[config.mk]
export PLATFORM = sky130hd
export DESIGN_NAME = pcx_periph_exec
export DESIGN_NICKNAME = d
export VERILOG_FILES = /design/src/rtl/pcx_pkg.sv /design/src/rtl/pcx_mfp_gen.sv /design/src/rtl/pcx_periph_exec.sv
export SDC_FILE = /design/constraint.sdc
export NUM_CORES = 1
export LEC_CHECK = 0
export BUFFER_PORTS_ARGS = -buffer_cell sky130_fd_sc_hd__buf_2
export CORE_MARGIN = 4
export CORE_UTILIZATION = 48
export CTS_CLUSTER_SIZE = 20
export DETAILED_ROUTE_END_ITERATION = 10
export PLACE_DENSITY = 0.67
export SETUP_SLACK_MARGIN = 0.5
export SLEW_MARGIN = 20
export SYNTH_ARGS = -nofsm -noshare
export SYNTH_HDL_FRONTEND = slang
export SYNTH_SLANG_ARGS = --single-unit
[constraint.sdc]
create_clock -name CLK_SYS -period 1.7 [get_ports CLK_SYS]
set_input_delay 0.255 -clock CLK_SYS [delete_from_list [all_inputs] [get_ports CLK_SYS]]
set_output_delay 0.255 -clock CLK_SYS [all_outputs]
set_load 0.005 [all_outputs]
[src/rtl/pcx_pkg.sv]
// Constants, opcodes and carrier types for the peripheral control decoder.
// Assumes 16-bit instruction words; 8-bit codes sit in bits 15:8, 7-bit codes in bits 15:9.
package pcx_pkg;

   // ==========================================================
   // Instruction decode
   localparam int INSTR_W = 16;
   localparam logic [7:0] OP_IEF = 8'h29;
   localparam logic [7:0] OP_LCD_DC_OUTPUT_TYPE = 8'h07;
   localparam logic [7:0] OP_MFP = 8'h12;
   localparam logic [6:0] OP_LCD_DATA_RAM_ACC = 7'h03;
   localparam logic [6:0] OP_LCD_DATA_RAM_WR = 7'h12;
   localparam logic [6:0] OP_LCD_DATA_RAM_IMM = 7'h02;
   localparam logic [3:0] LCD_DATA_RAM_ACC_TAIL = 4'h0;

   // ==========================================================
   // Register layout and reset values
   localparam logic [7:0] IEF_VALID_MASK = 8'h97;
   localparam logic [7:0] IEF_RESET = 8'h00;
   localparam logic [7:0] LCD_DC_OUTPUT_TYPE_RESET = 8'h00;
   localparam logic [7:0] MFP_RESET = 8'h00;
   localparam logic [3:0] LCD_DATA_RAM_RESET = 4'h0;
   localparam int LCD_DATA_RAM_DEPTH = 32;
   localparam int IEF_DIV1_BIT = 4;

   // ==========================================================
   // Pulse generator divider taps
   localparam int DIV_W = 15;
   localparam int TAP_256 = 7;
   localparam int TAP_512 = 8;
   localparam int TAP_4096 = 11;
   localparam int TAP_8192 = 12;
   localparam int TAP_16384 = 13;
   localparam int TAP_32768 = 14;
   localparam int TAP_F16 = 3;
   localparam int TAP_F8 = 2;
   localparam logic [1:0] BASE_LOW = 2'h0;
   localparam logic [1:0] BASE_HIGH = 2'h1;
   localparam logic [1:0] BASE_F16 = 2'h2;
   localparam logic [1:0] BASE_F8 = 2'h3;

   // ==========================================================
   // Interrupt sources, laid out like the enable flags
   typedef struct packed {
      logic tmr1;
      logic rsv6;
      logic rsv5;
      logic div1;
      logic rsv3;
      logic port;
      logic tmr0;
      logic div0;
   } pcx_irq_src_type;

endpackage

[src/rtl/pcx_mfp_gen.sv]
// Modulation pulse generator: divider taps, base select, Timer 1 bypass.
// Assumes selection and mode come from registers on the same clock.
`timescale 1ns/1ps
module pcx_mfp_gen (
   input wire logic clk,
   input wire logic rst_n,
   input wire logic ce,
   input wire logic [7:0] sel,
   input wire logic mode_timer1,
   input wire logic timer1_freq,
   output logic mfp_out
);
   import pcx_pkg::*;

   typedef struct packed {
      logic [DIV_W-1:0] cnt;
      logic out;
   } pcx_mfp_state_type;

   pcx_mfp_state_type q, d;
   logic [5:0] taps;
   logic base;

   // ==========================================================
   // Waveform
   always_comb begin
      d = q;
      taps = {q.cnt[TAP_32768], q.cnt[TAP_16384], q.cnt[TAP_8192],
              q.cnt[TAP_4096], q.cnt[TAP_512], q.cnt[TAP_256]};
      case (sel[7:6])
         BASE_LOW: base = 1'b0;
         BASE_HIGH: base = 1'b1;
         BASE_F16: base = q.cnt[TAP_F16];
         BASE_F8: base = q.cnt[TAP_F8];
         default: base = 1'b0;
      endcase
      if (ce) begin
         d.cnt = q.cnt + 15'h0001;
         // Several taps at once are ORed; unspecified combination
         if (mode_timer1) begin
            d.out = timer1_freq;
         end else begin
            d.out = base | (|(taps & sel[5:0]));
         end
      end
   end

   always_ff @(posedge clk or negedge rst_n) begin
      if (!rst_n) begin
         q <= '0;
      end else begin
         q <= d;
      end
   end

   assign mfp_out = q.out;
endmodule

[src/rtl/pcx_periph_exec.sv]
// Executes peripheral control instructions: enables, LCD type, LCD RAM,
// pulse generator. Assumes the core drives one instruction per valid cycle
// and returns the working register selected by WREG_SEL combinationally.
`timescale 1ns/1ps
module pcx_periph_exec #(
   parameter bit EXT_PIN_BODY = 1'b0
) (
   input wire logic CLK_SYS,
   input wire logic RST_N,
   input wire logic CE,
   input wire logic INSTR_VALID,
   input wire logic [pcx_pkg::INSTR_W-1:0] INSTR,
   input wire logic [3:0] ACC,
   output logic [3:0] WREG_SEL,
   input wire logic [3:0] WREG_DATA,
   input wire pcx_pkg::pcx_irq_src_type IRQ_SRC,
   input wire logic EXT_INT_PIN,
   output logic [7:0] IRQ_ACCEPT,
   output logic [7:0] INTERRUPT_ENABLE_FLAGS,
   output logic [7:0] LCD_DC_OUTPUT_TYPE,
   input wire logic [4:0] LCD_RD_ADDR,
   output logic [3:0] LCD_RD_DATA,
   output logic [7:0] PULSE_GENERATOR_SELECT,
   input wire logic MODE_REGISTER_ONE_BIT2,
   input wire logic TIMER1_FREQ,
   output logic MFP_OUT
);
   import pcx_pkg::*;

   typedef struct packed {
      logic [7:0] interrupt_enable_flags;
      logic [7:0] lcd_dc_output_type;
      logic [7:0] mfp;
      logic [LCD_DATA_RAM_DEPTH-1:0][3:0] ram;
      logic [3:0] rd_data;
      logic [7:0] irq_acc;
      logic [1:0] ext_sync;
      logic ext_prev;
   } pcx_state_type;

   pcx_state_type q, d;
   logic [7:0] events;
   logic [4:0] lcd_addr;
   logic is_ief, is_lcd_dc_output_type, is_mfp, is_acc, is_wr, is_imm;

   // ==========================================================
   // Decode
   assign lcd_addr = INSTR[8:4];
   assign WREG_SEL = INSTR[3:0];
   // Output-type load wins where it overlaps a high-address ACC write
   assign is_ief = INSTR[15:8] == OP_IEF;
   assign is_lcd_dc_output_type = INSTR[15:8] == OP_LCD_DC_OUTPUT_TYPE;
   assign is_mfp = INSTR[15:8] == OP_MFP;
   assign is_acc = !is_lcd_dc_output_type && INSTR[15:9] == OP_LCD_DATA_RAM_ACC
                   && INSTR[3:0] == LCD_DATA_RAM_ACC_TAIL;
   assign is_wr = INSTR[15:9] == OP_LCD_DATA_RAM_WR;
   assign is_imm = INSTR[15:9] == OP_LCD_DATA_RAM_IMM;

   // ==========================================================
   // Execute, one instruction per enabled cycle
   always_comb begin
      d = q;
      events = IRQ_SRC;
      if (EXT_PIN_BODY) begin
         // Falling edge, seen only after two synchroniser stages
         events[IEF_DIV1_BIT] = q.ext_prev & ~q.ext_sync[1];
      end
      if (CE) begin
         d.ext_sync = {q.ext_sync[0], EXT_INT_PIN};
         d.ext_prev = q.ext_sync[1];
         d.irq_acc = events & q.interrupt_enable_flags & IEF_VALID_MASK;
         d.rd_data = q.ram[LCD_RD_ADDR];
         if (INSTR_VALID) begin
            if (is_ief) begin
               d.interrupt_enable_flags = INSTR[7:0] & IEF_VALID_MASK;
            end
            if (is_lcd_dc_output_type) begin
               d.lcd_dc_output_type = INSTR[7:0];
            end
            if (is_mfp) begin
               d.mfp = INSTR[7:0];
            end
            if (is_acc) begin
               d.ram[lcd_addr] = ACC;
            end
            if (is_wr) begin
               d.ram[lcd_addr] = WREG_DATA;
            end
            if (is_imm) begin
               d.ram[lcd_addr] = INSTR[3:0];
            end
         end
      end
   end

   // Values persist until rewritten or reset
   always_ff @(posedge CLK_SYS or negedge RST_N) begin
      if (!RST_N) begin
         q <= '0;
         q.interrupt_enable_flags <= IEF_RESET;
         q.lcd_dc_output_type <= LCD_DC_OUTPUT_TYPE_RESET;
         q.mfp <= MFP_RESET;
         q.ram <= {LCD_DATA_RAM_DEPTH{LCD_DATA_RAM_RESET}};
      end else begin
         q <= d;
      end
   end

   assign IRQ_ACCEPT = q.irq_acc;
   assign INTERRUPT_ENABLE_FLAGS = q.interrupt_enable_flags;
   assign LCD_DC_OUTPUT_TYPE = q.lcd_dc_output_type;
   assign LCD_RD_DATA = q.rd_data;
   assign PULSE_GENERATOR_SELECT = q.mfp;

   // ==========================================================
   // Pulse generator
   pcx_mfp_gen u_mfp (
      .clk(CLK_SYS),
      .rst_n(RST_N),
      .ce(CE),
      .sel(q.mfp),
      .mode_timer1(MODE_REGISTER_ONE_BIT2),
      .timer1_freq(TIMER1_FREQ),
      .mfp_out(MFP_OUT)
   );
endmodule

### Word-level counts from Yosys, hierarchy flattened

Cells that the tools add are included.

* register bits: 174
* input port bits: 44
* output and inout port bits: 41
* word-level logic and storage cells: 82

* $add $sub $neg: 1
* magnitude comparators: 3
* equality and inequality tests: 9
* muxes and demuxes: 16
* bitwise gates (word level): 3
* reductions and logical operators: 11

Operators with widths (count)
* $mux 128: 7
* $bwmux 128: 3
* $bmux 4 s5: 1
* $demux 4 s5: 1
* $add 15x1->15 const B: 1
* $eq 7x2->1 const B: 2
* $lt 5x6->1 const B: 2
* $reduce_and 3->1: 3
* $and 8x8->8: 1
* $eq 8x3->1 const B: 1
* $eq 8x5->1 const B: 1
* $eq 8x6->1 const B: 1
* $mux 4: 2
* $eq 7x5->1 const B: 1
* $and 6x6->6: 1
* $reduce_or 6->1: 1
* $ge 5x1->1 const B: 1
* $eq 2x2->1 const B: 2
* $logic_not 4->1: 1
* $pmux 1 s4: 1
* $logic_and 1x1->1: 3
* $eq 2x1->1 const B: 1
* $logic_not 2->1: 1
* $reduce_and 2->1: 1
* other kinds (3): 3

### Logic depth before layout (Yosys ltp)

Gate-level depths: netlist of run 1.

* depth in word-level cells: 14
* gate-level depth with buffers: 7

### Modules after synthesis

From an unflattened synthesis of run 1, not the netlist that was laid out.

* cell total of the unflattened synthesis: 848
* area total of the unflattened synthesis: 9130.0 um2

By module, submodules not included
* pcx_periph_exec: instances 1, cells an instance 781, area an instance 8316.7 um2
* pcx_mfp_gen: instances 1, cells an instance 67, area an instance 813.3 um2

### Least setup slack after synthesis of run 1

Ideal clock, no wire load.

* kind: input to register
* start point: input INSTR[8] (netlist name)
* end point: register q[111] (netlist name)
* data arrival time: 1735 ps
* required time: 1567 ps
* slack: -168 ps
* stages: 7
* buffers on the path: 2
* cells stage by stage: clkbuf_1 > or3b_1 > nor4_4 > a21oi_1 > clkbuf_2 > o21ai_0 > o21ai_0

* cells in the longest elaborated chain, start to end: 14
* elaborated cells between the ends (all ways): 19
* those cells by class: 2 x order compare; 1 x eq/ne; 12 x mux; 4 x reduce/logical

RTL lines
* start, declared: line pcx_periph_exec.sv:12 `input wire logic [pcx_pkg::INSTR_W-1:0] INSTR,`
* $lt 5x6->1 (implied by the code) / $ge 5x1->1 (equally long branches): line pcx_periph_exec.sv:84, pcx_periph_exec.sv:87, pcx_periph_exec.sv:90
* $logic_and 1x1->1 (implied by the code): line pcx_periph_exec.sv:84, pcx_periph_exec.sv:87, pcx_periph_exec.sv:90
* $mux 4 (implied by the code): line pcx_periph_exec.sv:84, pcx_periph_exec.sv:87, pcx_periph_exec.sv:90
* $demux 4 s5: line pcx_periph_exec.sv:84, pcx_periph_exec.sv:87, pcx_periph_exec.sv:90
* $bwmux 128: line pcx_periph_exec.sv:84 `d.ram[lcd_addr] = ACC;`
* $mux 128: line pcx_periph_exec.sv:83 `if (is_acc) begin`
* $mux 128: line pcx_periph_exec.sv:73 `if (INSTR_VALID) begin`
* $mux 128: line pcx_periph_exec.sv:68 `if (CE) begin`
* $bwmux 128: line pcx_periph_exec.sv:87 `d.ram[lcd_addr] = WREG_DATA;`
* $mux 128: line pcx_periph_exec.sv:86 `if (is_wr) begin`
* $mux 128: line pcx_periph_exec.sv:73
* $mux 128: line pcx_periph_exec.sv:68
* $bwmux 128: line pcx_periph_exec.sv:90 `d.ram[lcd_addr] = INSTR[3:0];`
* $mux 128 (*): line pcx_periph_exec.sv:89 `if (is_imm) begin`
* end, declared: line pcx_periph_exec.sv:41 `pcx_state_type q, d;`

Mark *: on every way between the ends. The rest lies on a longest branch, timed or not. The select of a mux whose other input is x is not followed.
A chain may end at the register's enable or synchronous reset.

### Worst setup path in the final report of run 1

* start point: input INSTR[2] (netlist name)
* end point: register q[73] (netlist name)

* cells in the longest elaborated chain, start to end: 11

RTL lines
* $logic_not 4->1: line pcx_periph_exec.sv:55 `&& INSTR[3:0] == LCD_DATA_RAM_ACC_TAIL;`
* $logic_and 1x1->1: line pcx_periph_exec.sv:55
* $mux 128: line pcx_periph_exec.sv:83
* $mux 128: line pcx_periph_exec.sv:73
* $mux 128: line pcx_periph_exec.sv:68
* $bwmux 128: line pcx_periph_exec.sv:87
* $mux 128: line pcx_periph_exec.sv:86
* $mux 128: line pcx_periph_exec.sv:73
* $mux 128: line pcx_periph_exec.sv:68
* $bwmux 128: line pcx_periph_exec.sv:90
* $mux 128 (*): line pcx_periph_exec.sv:89

Marked as above.

==> flow_summary.toml, run 1 <==
[finish]
final_nets = 1014
final_util_pct = 65.28
drive_above_1_share_pct = 38.53
syn2layout_area_growth_pct = 33.55
multi_input_area_sq_mm = 0.004300
final_common_cell = "dfrtp_1"
seqCellArea_sq_mm = 0.004354
final_area_sq_mm = 0.01129
fillCellCount = 1310
n_antenna_cell = 0
final_cell_mix = "dfrtp_1 (174), o21ai_1 (135), buf_4 (85)"

[synthesis]
synth.area.top_cells = "dfrtp_1 (52%), o21ai_0 (13%), mux2i_1 (7.6%), buf_4 (3.6%), mux2_2 (3.5%)"
yosysTopAreaCell = "dfrtp_1"
synth_seq_area_share_pct = 51.50
synth_top_area_share_pct = 51.50
yosysWarnings = 0
ys_seq_elements = 174
synth_area_sq_mm = 0.008454
synth_cells = 825
synth_area_per_cell_sq_um = 10.25
yosysUniqueCellTypes = 46

[place]
dpl.hpwl_mm = 15.17
dp_worst_setup_slack_ps = -337.4
io_buffers = 74
place_congestion = 0.8533
detailed_place.area_sq_mm = 0.009447

[min_path]
hold_depth = 3
min_from = "IRQ_SRC[1]"
hold_class = "input port to flip-flop"
worstHoldEndpoint = "IRQ_ACCEPT[1]$_DFFE_PN0P_"

[global_routing]
antenna_found_initial = 0
grt_max_degree = 65
grtUsageTotal_pct = 25.17
grt_pass1_vias = 7087
overflow = 0
grt_first_pass_wirelength_mm = 39.00

[drt]
drtPass1Iterations = 7
via_count = 7222
drc = 0
detail-route-antenna-nets = 0
vias_per_cell = 5.988
drt_iter0_markers = 690
routedWlPerCell_microns = 21.44
drt_wl_total_mm = 25.86

[run]
cap_violations = 0

[floorplan]
rows = 48
core_sq_mm = 0.01730
die_w_microns = 140.7
io_pins = 85
initial_core_util_pct = 48.88
fp.dieH_microns = 140.7
dieArea_sq_mm = 0.01980

[timing]
min_period_over_period_pct = 93.47
post-route-min-period_ps = 1589
setup_ws_ps = 111.0
hold_viol_final = 0
rsz0062_at_grt = "true"
fmax_mhz = 629.3
setup_viol = 0
drv_slew = 0
fin_tns_setup_ps = 0
skew_ps = 10.31

[worst_setup_path]
crit_type = "input port to flip-flop"
end_kind = "flip-flop"
reg2reg_from = "q[22]$_DFFE_PN0P_"
arrival_ps = 1900
reg2reg_depth = 6
cp-start-kind = "input port"
regToRegEndpoint = "LCD_RD_DATA[3]$_DFFE_PN0P_"
cp_data_required_time_ps = 2010
worst-r2r-setup-slack_ps = 170
path_max_fanout = 15

[power]
finalPower_mw = 9.551
power_density_mw_per_mm2 = 845.9
p_leak_nw = 5.075
vdd_drop_max_v = 0.0007531

[status]
status = "finished clean"

[clocking]
cts_buffer_depth = 2
cts_tree = "done"
cts.clk_slew.worst_paths_ps = 70
htree_levels = 4
cts_sinks = 174
cts_inserted_buffers = 17
clockRootBuffer = "clkbuf_16"
worstSkewPairLatency_ps = 440
## where the power goes
part | internal (mW) | switching (mW) | leakage (nW)
clock network | 2.22 | 1.70 | 0.279
logic | 0.619 | 0.644 | 2.39
registers | 4.27 | 0.0997 | 2.41
total | 7.10 | 2.45 | 5.07
## metrics by stage
step | cells | hold slack (ps)
CTS | 1185 | 46.71
floorplan | 830 | -40.59
global route | 1206 | 83.82
detailed placement | 1116 | 167.0
global placement | 1116 | 169.6
finish | 1206 | 54.59
## layer usage
layer,up-vias,global-route usage [%],wire length (microns)
met2,292,40.55,12440
met1,3608,34.65,11010
met5,-,0,0
li1,3276,-,-
met3,46,4.545,1843
met4,0,8.465,562
## synth_stat cells (all sizes together)
cell type    n
mux2        26
nand3       12
nand2b       4
o2bb2ai      4
buf         54
nor3         3
and3         4
conb         1
xnor2       11
dfrtp      174
and4         2
a222oi       1
a22o         4
or2          1
a31oi        1
clkbuf      29
inv          8
and2         4
mux2i       64
nor2        14
nand2       45
a21oi       22
nor3b        6
or3b         2
nor2b        7
ha           1
and3b        2
xor2         3
o221ai       1
nor4         5
o21ai      263
nand4        5
nor4b        3
a22oi       37
or3          1
or4          1
## worst max-delay path: stages
cell       delay (ps)
buf_6              90
or4_4             540
nor4_4            210
buf_6             190
a21oi_2           100
clkbuf_16         230
o21ai_0           180
o21ai_1            90
## sequential cells by signal, summed over array words and instances (netlist names)
register and cells:
u_mfp.q 15, q 128, LCD_RD_DATA 4, IRQ_ACCEPT 5, LCD_DC_OUTPUT_TYPE 8, PULSE_GENERATOR_SELECT 8, INTERRUPT_ENABLE_FLAGS 5, u_mfp.mfp_out 1
## area by class of cell
class / count / area share, %
Inverter: 8 / 0.2660
Clock buffer: 20 / 3.956
Timing Repair Buffer: 199 / 15.47
Sequential cell: 174 / 38.56
Multi-Input combinational cell: 569 / 38.09
Tap cell: 225 / 2.493
Clock inverter: 11 / 1.164
## cells by family (layout without fill, tap and decap cells)
group	Yosys count	count (layout)	share of synthesized area [%]
AOI/OAI and AO/OA	333	337	21.46
DFF	174	174	51.50
and+or+nand+nor	121	121	7.829
buffers and inverters	91	238	6.526
muxes	90	90	11.04
xor gates and xnor gates	14	14	1.450
adders and majority gates	1	1	0.1480
other	1	6	0.04436
## worst max-delay path by stage
stage	startpoint	to	slack, ps	cells after the start
6_report	INSTR[2]	q[73]$_DFFE_PN0P_	110	8
5_1_grt	INSTR[2]	q[61]$_DFFE_PN0P_	80	8
3_5_place_dp	INSTR[14]	q[34]$_DFFE_PN0P_	-340	7
4_1_cts	q[44]$_DFFE_PN0P_	LCD_RD_DATA[1]$_DFFE_PN0P_	200	6
2_1_floorplan	INSTR[14]	q[111]$_DFFE_PN0P_	-140	7
3_3_place_gp	INSTR[2]	q[36]$_DFFE_PN0P_	-260	7
## what timing repair did
item / in CTS / in global routing
pin swaps: 43 / 54
setup buffers: 28 / 15
cloned: 9 / 6
hold buffers: 1 / 0
hold endpoints to repair: 29 / 0
endpoints found under the setup margin: 186 / 179
resized for setup: 161 / 145
No activity file was read; power rests on OpenSTA's default activity.
==> run 2: changes to the inputs <==
==> constraint.sdc (replaced) <==
create_clock -name CLK_SYS -period 1.7 [get_ports CLK_SYS]
set_input_delay 0.085 -clock CLK_SYS [delete_from_list [all_inputs] [get_ports CLK_SYS]]
set_output_delay 0.085 -clock CLK_SYS [all_outputs]
set_load 0.005 [all_outputs]
==> run 2 against run 1 <==
Effect of this change:
- first-iteration DRC count shrank 2.0%
- flip-flop and latch count unchanged
- power is 1.9% higher
- register-to-register slack worse by 130 ps
- final area rose by 2.1%
- sequential power hardly changed
- maximum frequency fell by 4.2%
- clock skew is 0.91 ps lower
- clock power increased by 6.1%
- sequential share of layout area shrank 0.78 points
- via count is 1.8% higher
- clock-buffer cell count unchanged
==> flow_summary.toml, run 2 (synthesis gave the netlist of run 1 again) <==
[status]
status = "finished clean"

[timing]
fmax_mhz = 602.9
min_period_over_period_pct = 97.57
fin_tns_setup_ps = 0
skew_ps = 9.403
relSlewSlack_pct = 66.46
post-route-min-period_ps = 1659
hold_viol_final = 0
drv_slew = 0
worst_pin_slew_ps = 502.0
setup_viol = 0
rsz0062_at_grt = "true"

[clocking]
cts.clk_slew.worst_paths_ps = 70
cts_buffer_depth = 2
cts_sinks = 174
htree_levels = 4
cts_tree = "done"
worstSkewPairLatency_ps = 440
clockRootBuffer = "clkbuf_16"
cts_inserted_buffers = 17

[drt]
drtPass1Iterations = 5
via_count = 7350
highest_layer = "met4"
detail-route-antenna-nets = 0
drc = 0
vias_per_cell = 6.192
dr_wl_met3_mm = 2.443
drt_wl_total_mm = 27.43
routedWlPerCell_microns = 23.10
wl_met2_mm = 13.00
drt_iter0_markers = 676
wl_met1_mm = 11.04

[finish]
final_common_cell = "dfrtp_1"
syn2layout_area_growth_pct = 36.30
largest_reg_flops = 128
largest_register = "q"
drive_above_1_share_pct = 42.00
n_antenna_cell = 0
final_area_sq_mm = 0.01152
largestRegisters = "q x128, u_mfp.q x15"
final_cells = 1187
final_nets = 994
final_cell_mix = "dfrtp_1 (174), o21ai_1 (130), o21ai_2 (105)"

[global_routing]
grt_first_pass_wirelength_mm = 41.59
overflow = 0
grt_max_degree = 44
antenna_found_initial = 0
grt_pass1_vias = 7274
grtUsageTotal_pct = 27.30

[place]
dpl.hpwl_mm = 15.17
place_inst = 1107
place_congestion = 0.8165
io_buffers = 74
detailed_place.area_sq_mm = 0.009359

[worst_setup_path]
end_kind = "flip-flop"
critPathSlowestCell = "nor4_1"
max_stage_delay_ps = 470
cp-start-kind = "flip-flop"
path_max_fanout = 2
reg2reg_depth = 5
reg2reg_from = "q[107]$_DFFE_PN0P_"
regToRegEndpoint = "LCD_RD_DATA[0]$_DFFE_PN0P_"
cp_cell_sequence = "mux2i_1 -> a22oi_1 -> a21oi_1 -> nor4_1 -> mux2_2"
cp_data_required_time_ps = 2070
crit_type = "flip-flop to flip-flop"
worst-r2r-setup-slack_ps = 40
arrival_ps = 2030

[floorplan]
die_w_microns = 140.7
dieArea_sq_mm = 0.01980
core_sq_mm = 0.01730
initial_core_util_pct = 48.88
rows = 48
fp.dieH_microns = 140.7
io_pins = 85

[run]
cap_violations = 0

[power]
vdd_drop_max_v = 0.0008698
power_density_mw_per_mm2 = 844.8
p_leak_nw = 5.038

[min_path]
hold_depth = 2
hold_class = "input port to flip-flop"
min_from = "INSTR[4]"
worstHoldEndpoint = "LCD_DC_OUTPUT_TYPE[4]$_DFFE_PN0P_"
-- run 2: per-stage QoR --
stage               util [%]  hold WS (ps)  setup slack [ps]  power, mW
finish                 66.62         23.28             41.25      9.735
global route           66.62         25.61             56.24      10.01
CTS                    63.46         7.532             255.0      9.615
detailed placement     54.11         9.457            -155.1      5.323
global placement       54.11         7.454            -98.54      5.302
floorplan                  -        -210.6             31.49      4.938
-- run 2: area by class of cell --
type,count,area [sq um]
tap,225,281.5
timing repair buffer,179,1764
inverter,8,30.03
sequential,174,4354
clock inverter,12,157.7
multi-input combinational,569,4469
fill,1239,5773
clock buffer,20,466.7
-- run 2: timing repair --
item	4_1_cts	5_1_grt
endpoints found under the setup margin	149	155
gates resized for setup	254	153
endpoints found under the hold margin	181	0
cloned	17	0
hold buffers	9	0
setup buffers	14	8
pin swaps	113	47
-- run 2: critical path: cells and delay by family, from the launching register on --
family	cells	cell delay, ps
and+or+nand+nor	1	470
DFF	1	400
muxes	2	360
AOI/OAI and AO/OA	2	360
-- run 2: power by group --
part,internal [mW],switching (mW)
combinational,0.559,0.647
clock,2.44,1.72
sequential,4.27,0.102
total,7.27,2.47
-- run 2: worst max path at each step --
stage | start | end | slack (ps) | cells after the start
4_1_cts | q[142]$_DFFE_PN0P_ | LCD_RD_DATA[3]$_DFFE_PN0P_ | 250 | 6
3_3_place_gp | INSTR[2] | q[39]$_DFFE_PN0P_ | -100 | 7
6_report | q[107]$_DFFE_PN0P_ | LCD_RD_DATA[0]$_DFFE_PN0P_ | 40 | 5
5_1_grt | q[19]$_DFFE_PN0P_ | LCD_RD_DATA[0]$_DFFE_PN0P_ | 60 | 5
2_1_floorplan | INSTR[14] | q[111]$_DFFE_PN0P_ | 30 | 7
3_5_place_dp | INSTR[2] | q[37]$_DFFE_PN0P_ | -160 | 7
-- run 2: metal layers --
| layer | global-route usage [%] | vias up |
|---|---|---|
| met5 | 0 | - |
| met4 | 10.81 | 0 |
| met3 | 7.666 | 80 |
| met2 | 42.44 | 388 |
| met1 | 36.42 | 3630 |
| li1 | - | 3252 |
